`config.mk`:
```
export PLATFORM = sky130hd
export DESIGN_NAME = rcd_top
export DESIGN_NICKNAME = d
export VERILOG_FILES = /design/src/hw/rcd_sync.v /design/src/hw/rcd_top.v
export VERILOG_INCLUDE_DIRS = /design/src /design/src/hw
export SDC_FILE = /design/constraint.sdc
export NUM_CORES = 1
export LEC_CHECK = 0
export BUFFER_PORTS_ARGS = -buffer_cell sky130_fd_sc_hd__buf_2
export CORE_ASPECT_RATIO = 0.9
export CORE_UTILIZATION = 40
export CTS_CLUSTER_SIZE = 20
export DETAILED_ROUTE_END_ITERATION = 7
export SLEW_MARGIN = 10
export SYNTH_ARGS = -nofsm -noshare
export SYNTH_HDL_FRONTEND = slang
export SYNTH_SLANG_ARGS = --single-unit
```
`constraint.sdc`:
```
create_clock -name pclk -period 2.59 [get_ports pclk]
set_input_delay 0.259 -clock pclk [delete_from_list [all_inputs] [get_ports pclk]]
set_output_delay 0.259 -clock pclk [all_outputs]
set_load 0.02 [all_outputs]
```
`src/hw/rcd_regs.vh`:
```
// Register map, field layout, codes and reset values of the command dispatcher
// Contract
// - Commands execute one at a time in the order the host submits them.
// - Replies are posted in the order they arise inside the device.
// - Every command and reply begins with a 32-bit correlation tag.
// - Reply tag is copied unchanged from its command, never interpreted.
// - Eight slots 0 to 7; slot 0 is resident system, 1 to 7 assignable.
// - Command to a slot without subsystem returns nonzero error status.
// - Command with faulty data returns an error status.
// - Status zero on success, nonzero on any error.
// - Reply slot field equals the slot of the prompting command.
// - Command code is decoded relative to the addressed slot.
// - Any reset starts the init sequence with self-test first.
// - Failed self-test writes error state code and keeps detail word.
// - Passed self-test writes ready, lights LED, sets host alert, waits.
// - Host sets module alert; device clears it, then processes commands.
// - Failed phone sync disables the phone front end until re-init.
// - Good phone sync records identity for status replies, then enables.
// - Slot 0 code 0 is a memory load of the data block.
// - Load address is 16 times base plus offset; only offset advances.
// - Slot 0 code 1 jumps: offset to instruction pointer, base to segment.
// - Slot 0 code 4 is a status query answered with reply type 4.
`ifndef RCD_REGS_VH
`define RCD_REGS_VH

`define RCD_A_CSR 6'h00
`define RCD_A_CMD_TAG 6'h04
`define RCD_A_CMD_HDR 6'h08
`define RCD_A_CMD_ADDR 6'h0C
`define RCD_A_CMD_DATA 6'h10
`define RCD_A_CMD_GO 6'h14
`define RCD_A_RPL_TAG 6'h18
`define RCD_A_RPL_HDR 6'h1C
`define RCD_A_RPL_INFO 6'h20
`define RCD_A_RPL_MEM 6'h24
`define RCD_A_RPL_POP 6'h28
`define RCD_A_SLOT_MAP 6'h2C
`define RCD_A_TEST_DETAIL 6'h30

// Control register fields
`define RCD_CSR_HA 0
`define RCD_CSR_MA 1
`define RCD_CSR_MEM_EN 2
`define RCD_CSR_SOFT_RST 3
`define RCD_CSR_BANK_LO 4
`define RCD_CSR_BANK_HI 7

`define RCD_MS_TESTING 4'h0
`define RCD_MS_READY 4'h1
`define RCD_MS_RUNNING 4'h2
`define RCD_MS_ERR_BASE 4'h8

`define RCD_ST_OK 8'h00
`define RCD_ST_NO_SLOT 8'h01
`define RCD_ST_BAD_DATA 8'h02
`define RCD_ST_BAD_CODE 8'h03

// Slot 0 command codes and status reply type
`define RCD_OP_LOAD 8'h00
`define RCD_OP_JUMP 8'h01
`define RCD_OP_STATUS 8'h04
`define RCD_TYPE_STATUS 8'h04

`define RCD_PH_NORMAL 8'h00
`define RCD_PH_ABSENT 8'h01
`define RCD_PH_BROKEN 8'h02

// Reset values and load length limit
`define RCD_RST_BANK 4'h0
`define RCD_RST_SLOT_MAP 7'h00
`define RCD_MAX_LOAD_BYTES 3'h4

`endif

```
`src/hw/rcd_sync.v`:
```
// Two-flop synchroniser for a bundle of asynchronous inputs
`timescale 1ns/100ps
module rcd_sync #(
    parameter W = 1
) (
    input wire pclk,
    input wire presetn,
    input wire [W-1:0] d,
    output reg [W-1:0] q
);
    reg [W-1:0] meta_reg;

    always @(posedge pclk or negedge presetn) begin
        if (!presetn) begin
            meta_reg <= {W{1'b0}};
            q <= {W{1'b0}};
        end else begin
            meta_reg <= d;
            q <= meta_reg;
        end
    end
endmodule

```
`src/hw/rcd_top.v`:
```
// Command dispatcher with init handshake and APB register access
`timescale 1ns/100ps
`include "rcd_regs.vh"
module rcd_top #(
    parameter [15:0] ROM_VERSION = 16'h0100,
    parameter [15:0] RAM_BASE_PARA = 16'h1000,
    parameter [15:0] RAM_SIZE_PARA = 16'h2000
) (
    input wire pclk,
    input wire presetn,
    input wire psel,
    input wire penable,
    input wire pwrite,
    input wire [31:0] paddr,
    input wire [31:0] pwdata,
    output reg [31:0] prdata,
    output reg pready,
    output reg pslverr,
    input wire selftest_done,
    input wire selftest_pass,
    input wire [2:0] selftest_code,
    input wire [31:0] selftest_detail,
    input wire phone_sync_done,
    input wire phone_sync_ok,
    input wire [7:0] phone_id,
    input wire sub_ack,
    input wire [7:0] sub_status,
    output reg selftest_start,
    output reg green_led,
    output reg phone_enable,
    output reg mem_we,
    output reg [19:0] mem_addr,
    output reg [7:0] mem_wdata,
    output reg cpu_jump,
    output reg [15:0] cpu_ip,
    output reg [15:0] cpu_cs,
    output reg sub_req,
    output reg [2:0] sub_slot,
    output reg [7:0] sub_code,
    output reg [31:0] sub_tag,
    output reg [31:0] sub_addr,
    output reg [31:0] sub_data
);
    localparam [4:0] I_TEST = 5'h01;
    localparam [4:0] I_FAIL = 5'h02;
    localparam [4:0] I_WAIT_HA = 5'h04;
    localparam [4:0] I_WAIT_MA = 5'h08;
    localparam [4:0] I_RUN = 5'h10;
    localparam [4:0] C_IDLE = 5'h01;
    localparam [4:0] C_EXEC = 5'h02;
    localparam [4:0] C_LOAD = 5'h04;
    localparam [4:0] C_SUB = 5'h08;
    localparam [4:0] C_POST = 5'h10;

    wire [4:0] st_sync;
    wire [9:0] ph_sync;
    wire [31:0] detail_sync;
    wire st_done_s = st_sync[0];
    wire st_pass_s = st_sync[1];
    wire [2:0] st_code_s = st_sync[4:2];
    wire ph_done_s = ph_sync[0];
    wire ph_ok_s = ph_sync[1];
    wire [7:0] ph_id_s = ph_sync[9:2];
    reg [31:0] detail_reg;

    rcd_sync #(.W(5)) u_sync_test (
        .pclk(pclk),
        .presetn(presetn),
        .d({selftest_code, selftest_pass, selftest_done}),
        .q(st_sync)
    );
    rcd_sync #(.W(32)) u_sync_detail (
        .pclk(pclk),
        .presetn(presetn),
        .d(selftest_detail),
        .q(detail_sync)
    );
    rcd_sync #(.W(10)) u_sync_phone (
        .pclk(pclk),
        .presetn(presetn),
        .d({phone_id, phone_sync_ok, phone_sync_done}),
        .q(ph_sync)
    );

    reg [4:0] init_reg;
    reg [4:0] cmd_reg;
    reg ha_reg;
    reg ma_reg;
    reg mem_en_reg;
    reg [3:0] bank_reg;
    reg [3:0] ms_reg;
    reg [6:0] slot_map_reg;
    reg [31:0] c_tag_reg;
    reg [2:0] c_slot_reg;
    reg [7:0] c_code_reg;
    reg [2:0] c_len_reg;
    reg [15:0] c_off_reg;
    reg [15:0] c_base_reg;
    reg [31:0] c_data_reg;
    reg [2:0] byte_cnt_reg;
    reg [7:0] res_status_reg;
    reg [7:0] res_type_reg;
    reg res_is_status_reg;
    reg rpl_valid_reg;
    reg [31:0] r_tag_reg;
    reg [31:0] r_hdr_reg;
    reg [31:0] r_info_reg;
    reg [31:0] r_mem_reg;
    reg jumped_reg;
    reg ph_pending_reg;
    reg [7:0] ph_status_reg;
    reg [7:0] ph_id_reg;

    wire [5:0] addr = paddr[5:0];
    wire setup = psel & ~penable;
    wire acc = psel & penable & pready & ~pslverr;
    wire wr = acc & pwrite;
    wire cmd_open = (init_reg == I_RUN) & (cmd_reg == C_IDLE);
    wire in_word = (paddr[31:6] == 26'h0000000) & (paddr[1:0] == 2'h0);
    wire soft_rst = wr & (addr == `RCD_A_CSR) & pwdata[`RCD_CSR_SOFT_RST];
    wire slot_live = (c_slot_reg == 3'h0) | slot_map_reg[c_slot_reg - 3'h1];
    wire [19:0] load_addr = {c_base_reg, 4'h0} + {4'h0, c_off_reg};
    wire [7:0] load_byte = c_data_reg[8*byte_cnt_reg +: 8];
    wire host_ma_set = wr & (addr == `RCD_A_CSR) & pwdata[`RCD_CSR_MA];
    wire host_ha_clr = wr & (addr == `RCD_A_CSR) & ~pwdata[`RCD_CSR_HA];
    wire post_now = (cmd_reg == C_POST) & ~rpl_valid_reg;
    wire ha_set = post_now | ((init_reg == I_TEST) & st_done_s);
    wire rpl_pop = wr & (addr == `RCD_A_RPL_POP);

    reg [31:0] rdata_next;
    reg err_next;

    // Read mux and refusal decode, sampled in the setup cycle
    always @* begin
        rdata_next = 32'h00000000;
        err_next = ~in_word;
        case (addr)
            `RCD_A_CSR: rdata_next = {16'h0000, jumped_reg, phone_enable,
                rpl_valid_reg, ~cmd_open, ms_reg, bank_reg, 1'b0,
                mem_en_reg, ma_reg, ha_reg};
            `RCD_A_CMD_TAG: rdata_next = c_tag_reg;
            `RCD_A_CMD_HDR: rdata_next = {13'h0000, c_len_reg, c_code_reg,
                5'h00, c_slot_reg};
            `RCD_A_CMD_ADDR: rdata_next = {c_base_reg, c_off_reg};
            `RCD_A_CMD_DATA: rdata_next = c_data_reg;
            `RCD_A_RPL_TAG: rdata_next = r_tag_reg;
            `RCD_A_RPL_HDR: rdata_next = r_hdr_reg;
            `RCD_A_RPL_INFO: rdata_next = r_info_reg;
            `RCD_A_RPL_MEM: rdata_next = r_mem_reg;
            `RCD_A_CMD_GO, `RCD_A_RPL_POP: rdata_next = 32'h00000000;
            `RCD_A_SLOT_MAP: rdata_next = {24'h000000, slot_map_reg, 1'b1};
            `RCD_A_TEST_DETAIL: rdata_next = detail_reg;
            default: err_next = 1'b1;
        endcase
        // Command fields locked while a command is in flight
        if (pwrite & ~cmd_open & ((addr == `RCD_A_CMD_TAG) |
            (addr == `RCD_A_CMD_HDR) | (addr == `RCD_A_CMD_ADDR) |
            (addr == `RCD_A_CMD_DATA) | (addr == `RCD_A_CMD_GO))) begin
            err_next = 1'b1;
        end
        if (pwrite & (addr == `RCD_A_RPL_POP) & ~rpl_valid_reg) begin
            err_next = 1'b1;
        end
    end

    // APB slave: no wait state, answer in the first access cycle
    always @(posedge pclk or negedge presetn) begin
        if (!presetn) begin
            prdata <= 32'h00000000;
            pready <= 1'b0;
            pslverr <= 1'b0;
        end else begin
            pready <= setup;
            pslverr <= setup & err_next;
            if (setup & ~pwrite) begin
                prdata <= err_next ? 32'h00000000 : rdata_next;
            end
        end
    end

    // Init sequence, control register and command engine
    always @(posedge pclk or negedge presetn) begin
        if (!presetn) begin
            init_reg <= I_TEST;
            cmd_reg <= C_IDLE;
            ha_reg <= 1'b0;
            ma_reg <= 1'b0;
            mem_en_reg <= 1'b0;
            bank_reg <= `RCD_RST_BANK;
            ms_reg <= `RCD_MS_TESTING;
            slot_map_reg <= `RCD_RST_SLOT_MAP;
            selftest_start <= 1'b1;
            green_led <= 1'b0;
            phone_enable <= 1'b0;
            detail_reg <= 32'h00000000;
            c_tag_reg <= 32'h00000000;
            c_slot_reg <= 3'h0;
            c_code_reg <= 8'h00;
            c_len_reg <= 3'h0;
            c_off_reg <= 16'h0000;
            c_base_reg <= 16'h0000;
            c_data_reg <= 32'h00000000;
            byte_cnt_reg <= 3'h0;
            res_status_reg <= `RCD_ST_OK;
            res_type_reg <= 8'h00;
            res_is_status_reg <= 1'b0;
            rpl_valid_reg <= 1'b0;
            r_tag_reg <= 32'h00000000;
            r_hdr_reg <= 32'h00000000;
            r_info_reg <= 32'h00000000;
            r_mem_reg <= 32'h00000000;
            mem_we <= 1'b0;
            mem_addr <= 20'h00000;
            mem_wdata <= 8'h00;
            cpu_jump <= 1'b0;
            cpu_ip <= 16'h0000;
            cpu_cs <= 16'h0000;
            jumped_reg <= 1'b0;
            ph_pending_reg <= 1'b1;
            ph_status_reg <= `RCD_PH_ABSENT;
            ph_id_reg <= 8'h00;
            sub_req <= 1'b0;
            sub_slot <= 3'h0;
            sub_code <= 8'h00;
            sub_tag <= 32'h00000000;
            sub_addr <= 32'h00000000;
            sub_data <= 32'h00000000;
        end else if (soft_rst) begin
            init_reg <= I_TEST;
            cmd_reg <= C_IDLE;
            ha_reg <= 1'b0;
            ma_reg <= 1'b0;
            ms_reg <= `RCD_MS_TESTING;
            selftest_start <= 1'b1;
            green_led <= 1'b0;
            phone_enable <= 1'b0;
            rpl_valid_reg <= 1'b0;
            mem_we <= 1'b0;
            cpu_jump <= 1'b0;
            jumped_reg <= 1'b0;
            ph_pending_reg <= 1'b1;
            ph_status_reg <= `RCD_PH_ABSENT;
            sub_req <= 1'b0;
        end else begin
            selftest_start <= 1'b0;
            mem_we <= 1'b0;
            cpu_jump <= 1'b0;
            // Device set wins over a host clear in the same cycle
            if (ha_set) begin
                ha_reg <= 1'b1;
            end else if (host_ha_clr) begin
                ha_reg <= 1'b0;
            end
            if (wr & (addr == `RCD_A_CSR)) begin
                mem_en_reg <= pwdata[`RCD_CSR_MEM_EN];
                bank_reg <= pwdata[`RCD_CSR_BANK_HI:`RCD_CSR_BANK_LO];
            end
            if (wr & (addr == `RCD_A_SLOT_MAP)) begin
                slot_map_reg <= pwdata[7:1];
            end
            if (rpl_pop) begin
                rpl_valid_reg <= 1'b0;
            end
            if (wr & (addr == `RCD_A_CMD_TAG)) begin
                c_tag_reg <= pwdata;
            end
            if (wr & (addr == `RCD_A_CMD_HDR)) begin
                c_slot_reg <= pwdata[2:0];
                c_code_reg <= pwdata[15:8];
                c_len_reg <= pwdata[18:16];
            end
            if (wr & (addr == `RCD_A_CMD_ADDR)) begin
                c_off_reg <= pwdata[15:0];
                c_base_reg <= pwdata[31:16];
            end
            if (wr & (addr == `RCD_A_CMD_DATA)) begin
                c_data_reg <= pwdata;
            end
            // Host set of module alert wins over the device clear
            if (host_ma_set) begin
                ma_reg <= 1'b1;
            end else if (ma_reg & mem_en_reg &
                ((init_reg == I_WAIT_MA) | (init_reg == I_RUN))) begin
                ma_reg <= 1'b0;
            end
            case (init_reg)
                I_TEST: begin
                    if (st_done_s) begin
                        detail_reg <= detail_sync;
                        if (st_pass_s) begin
                            ms_reg <= `RCD_MS_READY;
                            green_led <= 1'b1;
                            init_reg <= I_WAIT_HA;
                        end else begin
                            ms_reg <= `RCD_MS_ERR_BASE |
                                {1'b0, st_code_s};
                            init_reg <= I_FAIL;
                        end
                    end
                end
                I_FAIL: init_reg <= I_FAIL;
                I_WAIT_HA: begin
                    if (~ha_reg) begin
                        init_reg <= I_WAIT_MA;
                    end
                end
                I_WAIT_MA: begin
                    if (ma_reg & mem_en_reg) begin
                        init_reg <= I_RUN;
                    end
                end
                I_RUN: init_reg <= I_RUN;
                default: init_reg <= I_TEST;
            endcase
            // Phone front end sync, only once microcode runs
            if (jumped_reg & ph_pending_reg & ph_done_s) begin
                ph_pending_reg <= 1'b0;
                if (ph_ok_s) begin
                    ph_id_reg <= ph_id_s;
                    ph_status_reg <= `RCD_PH_NORMAL;
                    phone_enable <= 1'b1;
                end else begin
                    ph_status_reg <= `RCD_PH_BROKEN;
                    phone_enable <= 1'b0;
                end
            end
            case (cmd_reg)
                C_IDLE: begin
                    if (wr & (addr == `RCD_A_CMD_GO)) begin
                        cmd_reg <= C_EXEC;
                    end
                end
                C_EXEC: begin
                    res_type_reg <= c_code_reg;
                    res_status_reg <= `RCD_ST_OK;
                    res_is_status_reg <= 1'b0;
                    cmd_reg <= C_POST;
                    byte_cnt_reg <= 3'h0;
                    if (!slot_live) begin
                        res_status_reg <= `RCD_ST_NO_SLOT;
                    end else if (c_slot_reg != 3'h0) begin
                        sub_req <= 1'b1;
                        sub_slot <= c_slot_reg;
                        sub_code <= c_code_reg;
                        sub_tag <= c_tag_reg;
                        sub_addr <= {c_base_reg, c_off_reg};
                        sub_data <= c_data_reg;
                        cmd_reg <= C_SUB;
                    end else if (c_code_reg == `RCD_OP_LOAD) begin
                        if ((c_len_reg == 3'h0) |
                            (c_len_reg > `RCD_MAX_LOAD_BYTES)) begin
                            res_status_reg <= `RCD_ST_BAD_DATA;
                        end else begin
                            cmd_reg <= C_LOAD;
                        end
                    end else if (c_code_reg == `RCD_OP_JUMP) begin
                        cpu_ip <= c_off_reg;
                        cpu_cs <= c_base_reg;
                        cpu_jump <= 1'b1;
                        jumped_reg <= 1'b1;
                        ms_reg <= `RCD_MS_RUNNING;
                    end else if (c_code_reg == `RCD_OP_STATUS) begin
                        res_type_reg <= `RCD_TYPE_STATUS;
                        res_is_status_reg <= 1'b1;
                    end else begin
                        res_status_reg <= `RCD_ST_BAD_CODE;
                    end
                end
                C_LOAD: begin
                    mem_we <= 1'b1;
                    mem_addr <= load_addr;
                    mem_wdata <= load_byte;
                    c_off_reg <= c_off_reg + 16'h0001;
                    byte_cnt_reg <= byte_cnt_reg + 3'h1;
                    if (byte_cnt_reg + 3'h1 == c_len_reg) begin
                        cmd_reg <= C_POST;
                    end
                end
                C_SUB: begin
                    if (sub_ack) begin
                        sub_req <= 1'b0;
                        res_status_reg <= sub_status;
                        cmd_reg <= C_POST;
                    end
                end
                C_POST: begin
                    // Single reply slot keeps replies in order
                    if (!rpl_valid_reg) begin
                        rpl_valid_reg <= 1'b1;
                        r_tag_reg <= c_tag_reg;
                        r_hdr_reg <= {1'b1, 7'h00, res_status_reg,
                            res_type_reg, 5'h00, c_slot_reg};
                        r_info_reg <= 32'h00000000;
                        r_mem_reg <= 32'h00000000;
                        if (res_is_status_reg) begin
                            r_info_reg <= {ph_status_reg, ph_id_reg,
                                ROM_VERSION};
                            if (!jumped_reg) begin
                                r_mem_reg <= {RAM_SIZE_PARA, RAM_BASE_PARA};
                            end
                        end
                        cmd_reg <= C_IDLE;
                    end
                end
                default: cmd_reg <= C_IDLE;
            endcase
        end
    end
endmodule

```
# Word-level counts from Yosys, hierarchy flattened
# Index checks and enable logic that the tools add are counted.
# W data, S select, Z words.
# totals
register_bits	626
latch_bits	0
ramBits	0
mem_bits_ro	0
input_bits	125
output_inout_bits	207
word_cells	285
n_memories	0
# classes
n_addsub	4
multipliers	0
n_div	0
order_cmp	2
eq_ne	37
shift	1
muxes	98
n_bitwise	48
reduce_logical	42
# ops
operator	count
$pmux W32 S11	1
$mux W8	11
$mux W5	13
$mux W32	2
$mux W30	2
$pmux W5 S5	2
$mux W1	47
$mux W4	9
$mux W16	2
$shiftx A32 B7 Y8	1
$and A1 B1 Y1	30
$eq A6 B6 Y1 const B	5
$logic_not A26 Y1	1
$eq A6 B5 Y1 const B	4
$add A20 B16 Y20	1
$reduce_and A2 Y1	10
$reduce_bool A2 Y1	10
$ne A3 B3 Y1 const B	6
$reduce_and A3 Y1	6
$add A16 B1 Y16 const B	1
$pmux W8 S2	1
$reduce_or A13 Y1	1
$eq A6 B4 Y1 const B	2
$reduce_and A4 Y1	3
other kinds (29)	61

# Logic depth before layout (Yosys ltp)
# logic_depth
ltp_word	9
depth_mapped	10
ltp_nobuf	9

# Hierarchy
# From an unflattened synthesis, not the netlist that was laid out.
# hier_totals
hier_cells	1866
area_unflattened_um2	23291.1
# by_module_without_submodules
mod	instances	cells_each	area_each_um2	seq_area_each_um2
rcd_top	1	1772	20938.8	11841.4
rcd_sync at u_sync_detail	1	64	1601.5	1601.5
rcd_sync at u_sync_phone	1	20	500.5	500.5
rcd_sync at u_sync_test	1	10	250.2	250.2

# Least setup slack after synthesis
# No wires, ideal clock.
# synth_timing
path_type	register to register
from	reg c_slot_reg[0]
to	reg sub_code[0]
setup_time_ns	0.125
arrival_ns	2.178
t_required_ns	2.465
path_slack_ns	0.287
path_stages_with_launch	10
n_path_buf	2
period_less_slack_ns	2.303
path_cell_list	dfrtp_1 inv_1 ha_1 mux4_2 nand3_1 nand2_1 o21ai_4 buf_6 buf_6 mux2_2
# synth_between
elab_chain_cells	5
word_cells_on_any_way	7
classes_between	add/sub: 1; mux: 2; bitwise: 1; reduce/logical: 3
# synth_lines
item	line	text
from (decl)	rcd_top.v:94	reg [2:0] c_slot_reg;
from (signal assigned)	rcd_top.v:268	c_slot_reg <= pwdata[2:0];
$sub A3 B1 Y3	rcd_top.v:121	wire slot_live = (c_slot_reg == 3'h0) | slot_map_reg[c_slot_reg - 3'h1];
$bmux W1 S3	rcd_top.v:121	
$mux W1 (implied by the code)	rcd_top.v:121	
$or A1 B1 Y1	rcd_top.v:121	
$reduce_and A4 Y1 (no source line) (*)	-	
to (signal assigned)	rcd_top.v:344	sub_code <= c_code_reg;
to (decl)	rcd_top.v:39	output reg [7:0] sub_code,
# Mark *: on every way between the ends. The rest lies on a longest branch, timed or not. The select of a mux whose other input is x is not followed.
# A chain may end at the register's enable or synchronous reset.

# Final worst setup path
# layout_timing
from	reg c_slot_reg[0]
to	reg sub_data[3]
# layout_between
elab_chain_cells	5
word_cells_on_any_way	7
classes_between	add/sub: 1; mux: 2; bitwise: 1; reduce/logical: 3
# layout_lines
item	line	text
$sub A3 B1 Y3	rcd_top.v:121	
$bmux W1 S3	rcd_top.v:121	
$mux W1 (implied by the code)	rcd_top.v:121	
$or A1 B1 Y1	rcd_top.v:121	
$reduce_and A4 Y1 (no source line) (*)	-	
to (signal assigned)	rcd_top.v:347	sub_data <= c_data_reg;
to (decl)	rcd_top.v:42	output reg [31:0] sub_data
# Marked as above.

==> impl_metrics.toml <==
[run_status]
outcome = "complete, no violations"

[timing]
tns_ps = 0
drv_slew = 0
setup_viol = 0
slew-limit-headroom = 0.4566
fmax_mhz = 403.2
fin_crit_sh = 0.9577
worst_slew_pin_slew_ps = 794.6
timing.final.crit_period_ps = 2480
hold_viol = 0
final.setup.worst_slack_ps = 109.6
rsz0062_at_grt = "false"
clock_skew_ps = 25.97

[floorplanning]
die_y_um = 231.0
start_util = 0.4065
pin_count = 332
dieArea_mm2 = 0.05923
core_area_mm2 = 0.05733
die_w_um = 256.4
rows = 83

[worst_hold_path]
hold_depth = 2
hp-class = "in -> reg"

[clocking]
clk_pin_slew_ps = 60
worstSkewPairLatency_ps = 630
clock-sinks = 567
htree_levels = 2
cts_made_buffers = 59
cts_tree = "done"
cts_max_path_buffers = 3
cts_resized = 0
cts_root_buf = "clkbuf_16"

[setup_path]
critPathMaxStageDelay_ps = 370
critPathSlowestCell = "dfrtp_1"
worstPathArrival_ps = 2990
critical_path.top_delay_family = "multiplexers"
worst-path-stages = 10
ff2ff_path_depth = 10
crit_type = "reg -> reg"
critical_path.max_fanout = 7
worst-path-buf-inv = 4
cp-start-kind = "flip-flop"
required_ps = 3090
path_cells = "inv_1, ha_1, mux2i_1, mux2_2, a21oi_1, o21ai_4, buf_4, clkbuf_16, buf_4, mux2_2"
end_kind = "flip-flop"

[synth]
ys_seq_area_frac = 0.6090
ys.flop_type = "dfrtp_1"
ys_types = 84
synth.yosys.warnings = 0
async_reset_ff_frac = 1.000
ys_seq_elements = 567
synthCells = 1841
syn_nets = 1983
synth_edf_count = 0
syn_area_per_cell_um2 = 12.66
syn_area_mm2 = 0.02330

[finish]
antenna_cells = 0
final_nets = 2463
drive_gt1_frac = 0.3674
final_area_mm2 = 0.02942
final_cell_mix = "dfrtp_1 (563), buf_2 (330), nand2_1 (293)"
final_common_cell = "dfrtp_1"
fillers = 5008
syn2layout_area_growth_pct = 26.24

[global_routing]
grt_util_all_layers = 0.2446
grt_max_degree = 84
antenna_found_initial = 3
grt_pass1_vias = 17280
grt_pass1_wl_mm = 109.6
grt_remaining_overflow = 0

[detailed_routing]
drt_iter0_drc = 1481
wire_per_inst_um = 23.02
via_count = 17050
drtAntennaViolNets = 0
wirelength_mm = 72.19
drc = 0
via_per_inst = 5.436
drtPass1Iterations = 7

[placed_design]
hpwl_mm = 52.29
dp_slack_ps = 89.77
gp_congestion = 0.9185
placed_cell_area_mm2 = 0.02645
port_buffers = 331

[power_and_ir_drop]
ir_worst_vdd_uv = 500.7
power.density_mw_per_mm2 = 673.5
leakage_uw = 0.01487

[job]
max_cap_violations = 0
[final timing paths]
path | startpoint | end | slack [ps]
max | c_slot_reg[0] | sub_data[3] | 110
min | pwdata[2] | c_data_reg[2] | 30
max reg2reg | c_slot_reg[0] | sub_data[3] | 110
min reg2reg | u_sync_detail.meta_reg[2] | u_sync_detail.q[2] | 340
max in group asynchronous | presetn | cpu_cs[10] | 1440
min in group asynchronous | presetn | u_sync_phone.meta_reg[7] | 210
[worst reg2reg max path: stages (launching register included)]
cell	delay, ps
dfrtp_1	370
inv_1	130
ha_1	300
mux2i_1	140
mux2_2	260
a21oi_1	280
o21ai_4	150
buf_4	170
clkbuf_16	150
buf_4	130
mux2_2	260
[per-stage QoR]
stage,utilization,std cells,power (uW),hold WS (ps)
2_1_floorplan,-,1841,10310,-36.59
3_5_place_dp,0.4614,2929,11080,296.8
3_3_place_gp,0.4614,2929,11040,300.8
6_report,0.5132,3136,19810,26.31
4_1_cts,0.5116,3126,19980,2.081
5_1_grt,0.5132,3136,20480,27.93
[synth_stat cells (5+ instances only)]
| cell type | number | area share |
|---|---|---|
| xor2_1 | 10 | 0.0038 |
| ha_1 | 16 | 0.0086 |
| o22ai_1 | 6 | 0.0016 |
| a21o_1 | 5 | 0.0016 |
| and3_1 | 5 | 0.0013 |
| nor4_1 | 11 | 0.0030 |
| mux4_2 | 9 | 0.0087 |
| buf_4 | 14 | 0.0045 |
| a21oi_1 | 50 | 0.011 |
| o21ai_1 | 6 | 0.0013 |
| mux2_4 | 30 | 0.019 |
| o21ai_0 | 74 | 0.016 |
| nor3_1 | 12 | 0.0026 |
| a22o_1 | 27 | 0.010 |
| buf_2 | 35 | 0.0075 |
| and2_1 | 5 | 0.0013 |
| a22oi_1 | 64 | 0.021 |
| buf_6 | 7 | 0.0034 |
| mux2_2 | 258 | 0.12 |
| or3_1 | 5 | 0.0013 |
| nand2_1 | 294 | 0.047 |
| xnor2_1 | 10 | 0.0038 |
| mux2_1 | 6 | 0.0029 |
| a222oi_1 | 26 | 0.011 |
| a31oi_1 | 7 | 0.0019 |
| dfrtp_1 | 563 | 0.60 |
| nor2_1 | 55 | 0.0089 |
| nand2b_1 | 15 | 0.0040 |
| inv_1 | 23 | 0.0037 |
| nand3_1 | 51 | 0.011 |
| clkbuf_1 | 46 | 0.0074 |
[power by group]
part,internal [uW],switching [uW]
sequential,9290,407
clock,5150,3630
combinational,667,662
[routing by layer]
| layer | global-route usage | vias up | share of wire |
|---|---|---|---|
| li1 | - | 7529 | - |
| met1 | 0.3563 | 8667 | 0.45 |
| met2 | 0.3687 | 710 | 0.44 |
| met3 | 0.04743 | 134 | 0.076 |
| met4 | 0.07496 | 6 | 0.027 |
| met5 | 0 | - | 0.00057 |
[what timing repair did]
item                                    in CTS  in global routing
endpoints found under the setup margin       0                 41
endpoints found under the hold margin      205                  0
hold buffers                                86                  0
buffers inserted                             0                  9
[kinds of logic (layout without fill, tap and decap cells)]
kind of cell    Yosys count  in the layout  share of synthesized area
simple gates            499            499                    0.09879
buf+inv                 128            658                    0.02701
mux                     306            306                     0.1569
flops                   567            567                     0.6090
compound gates          303            303                    0.09036
fa+ha+maj                17             17                   0.009449
xor+xnor                 21             21                   0.008482
[layout make-up]
cell class	instances	area (um2)	area share
sequential	567	14190	0.4825
multi-input combinational	1146	8521	0.2896
timing repair buffer	523	3641	0.1238
clock buffer	83	1688	0.05737
tap	765	957.2	0.03254
clock inverter	28	329.1	0.01119
inverter	24	90.09	0.003062
Power figures use the tool's default switching activity.
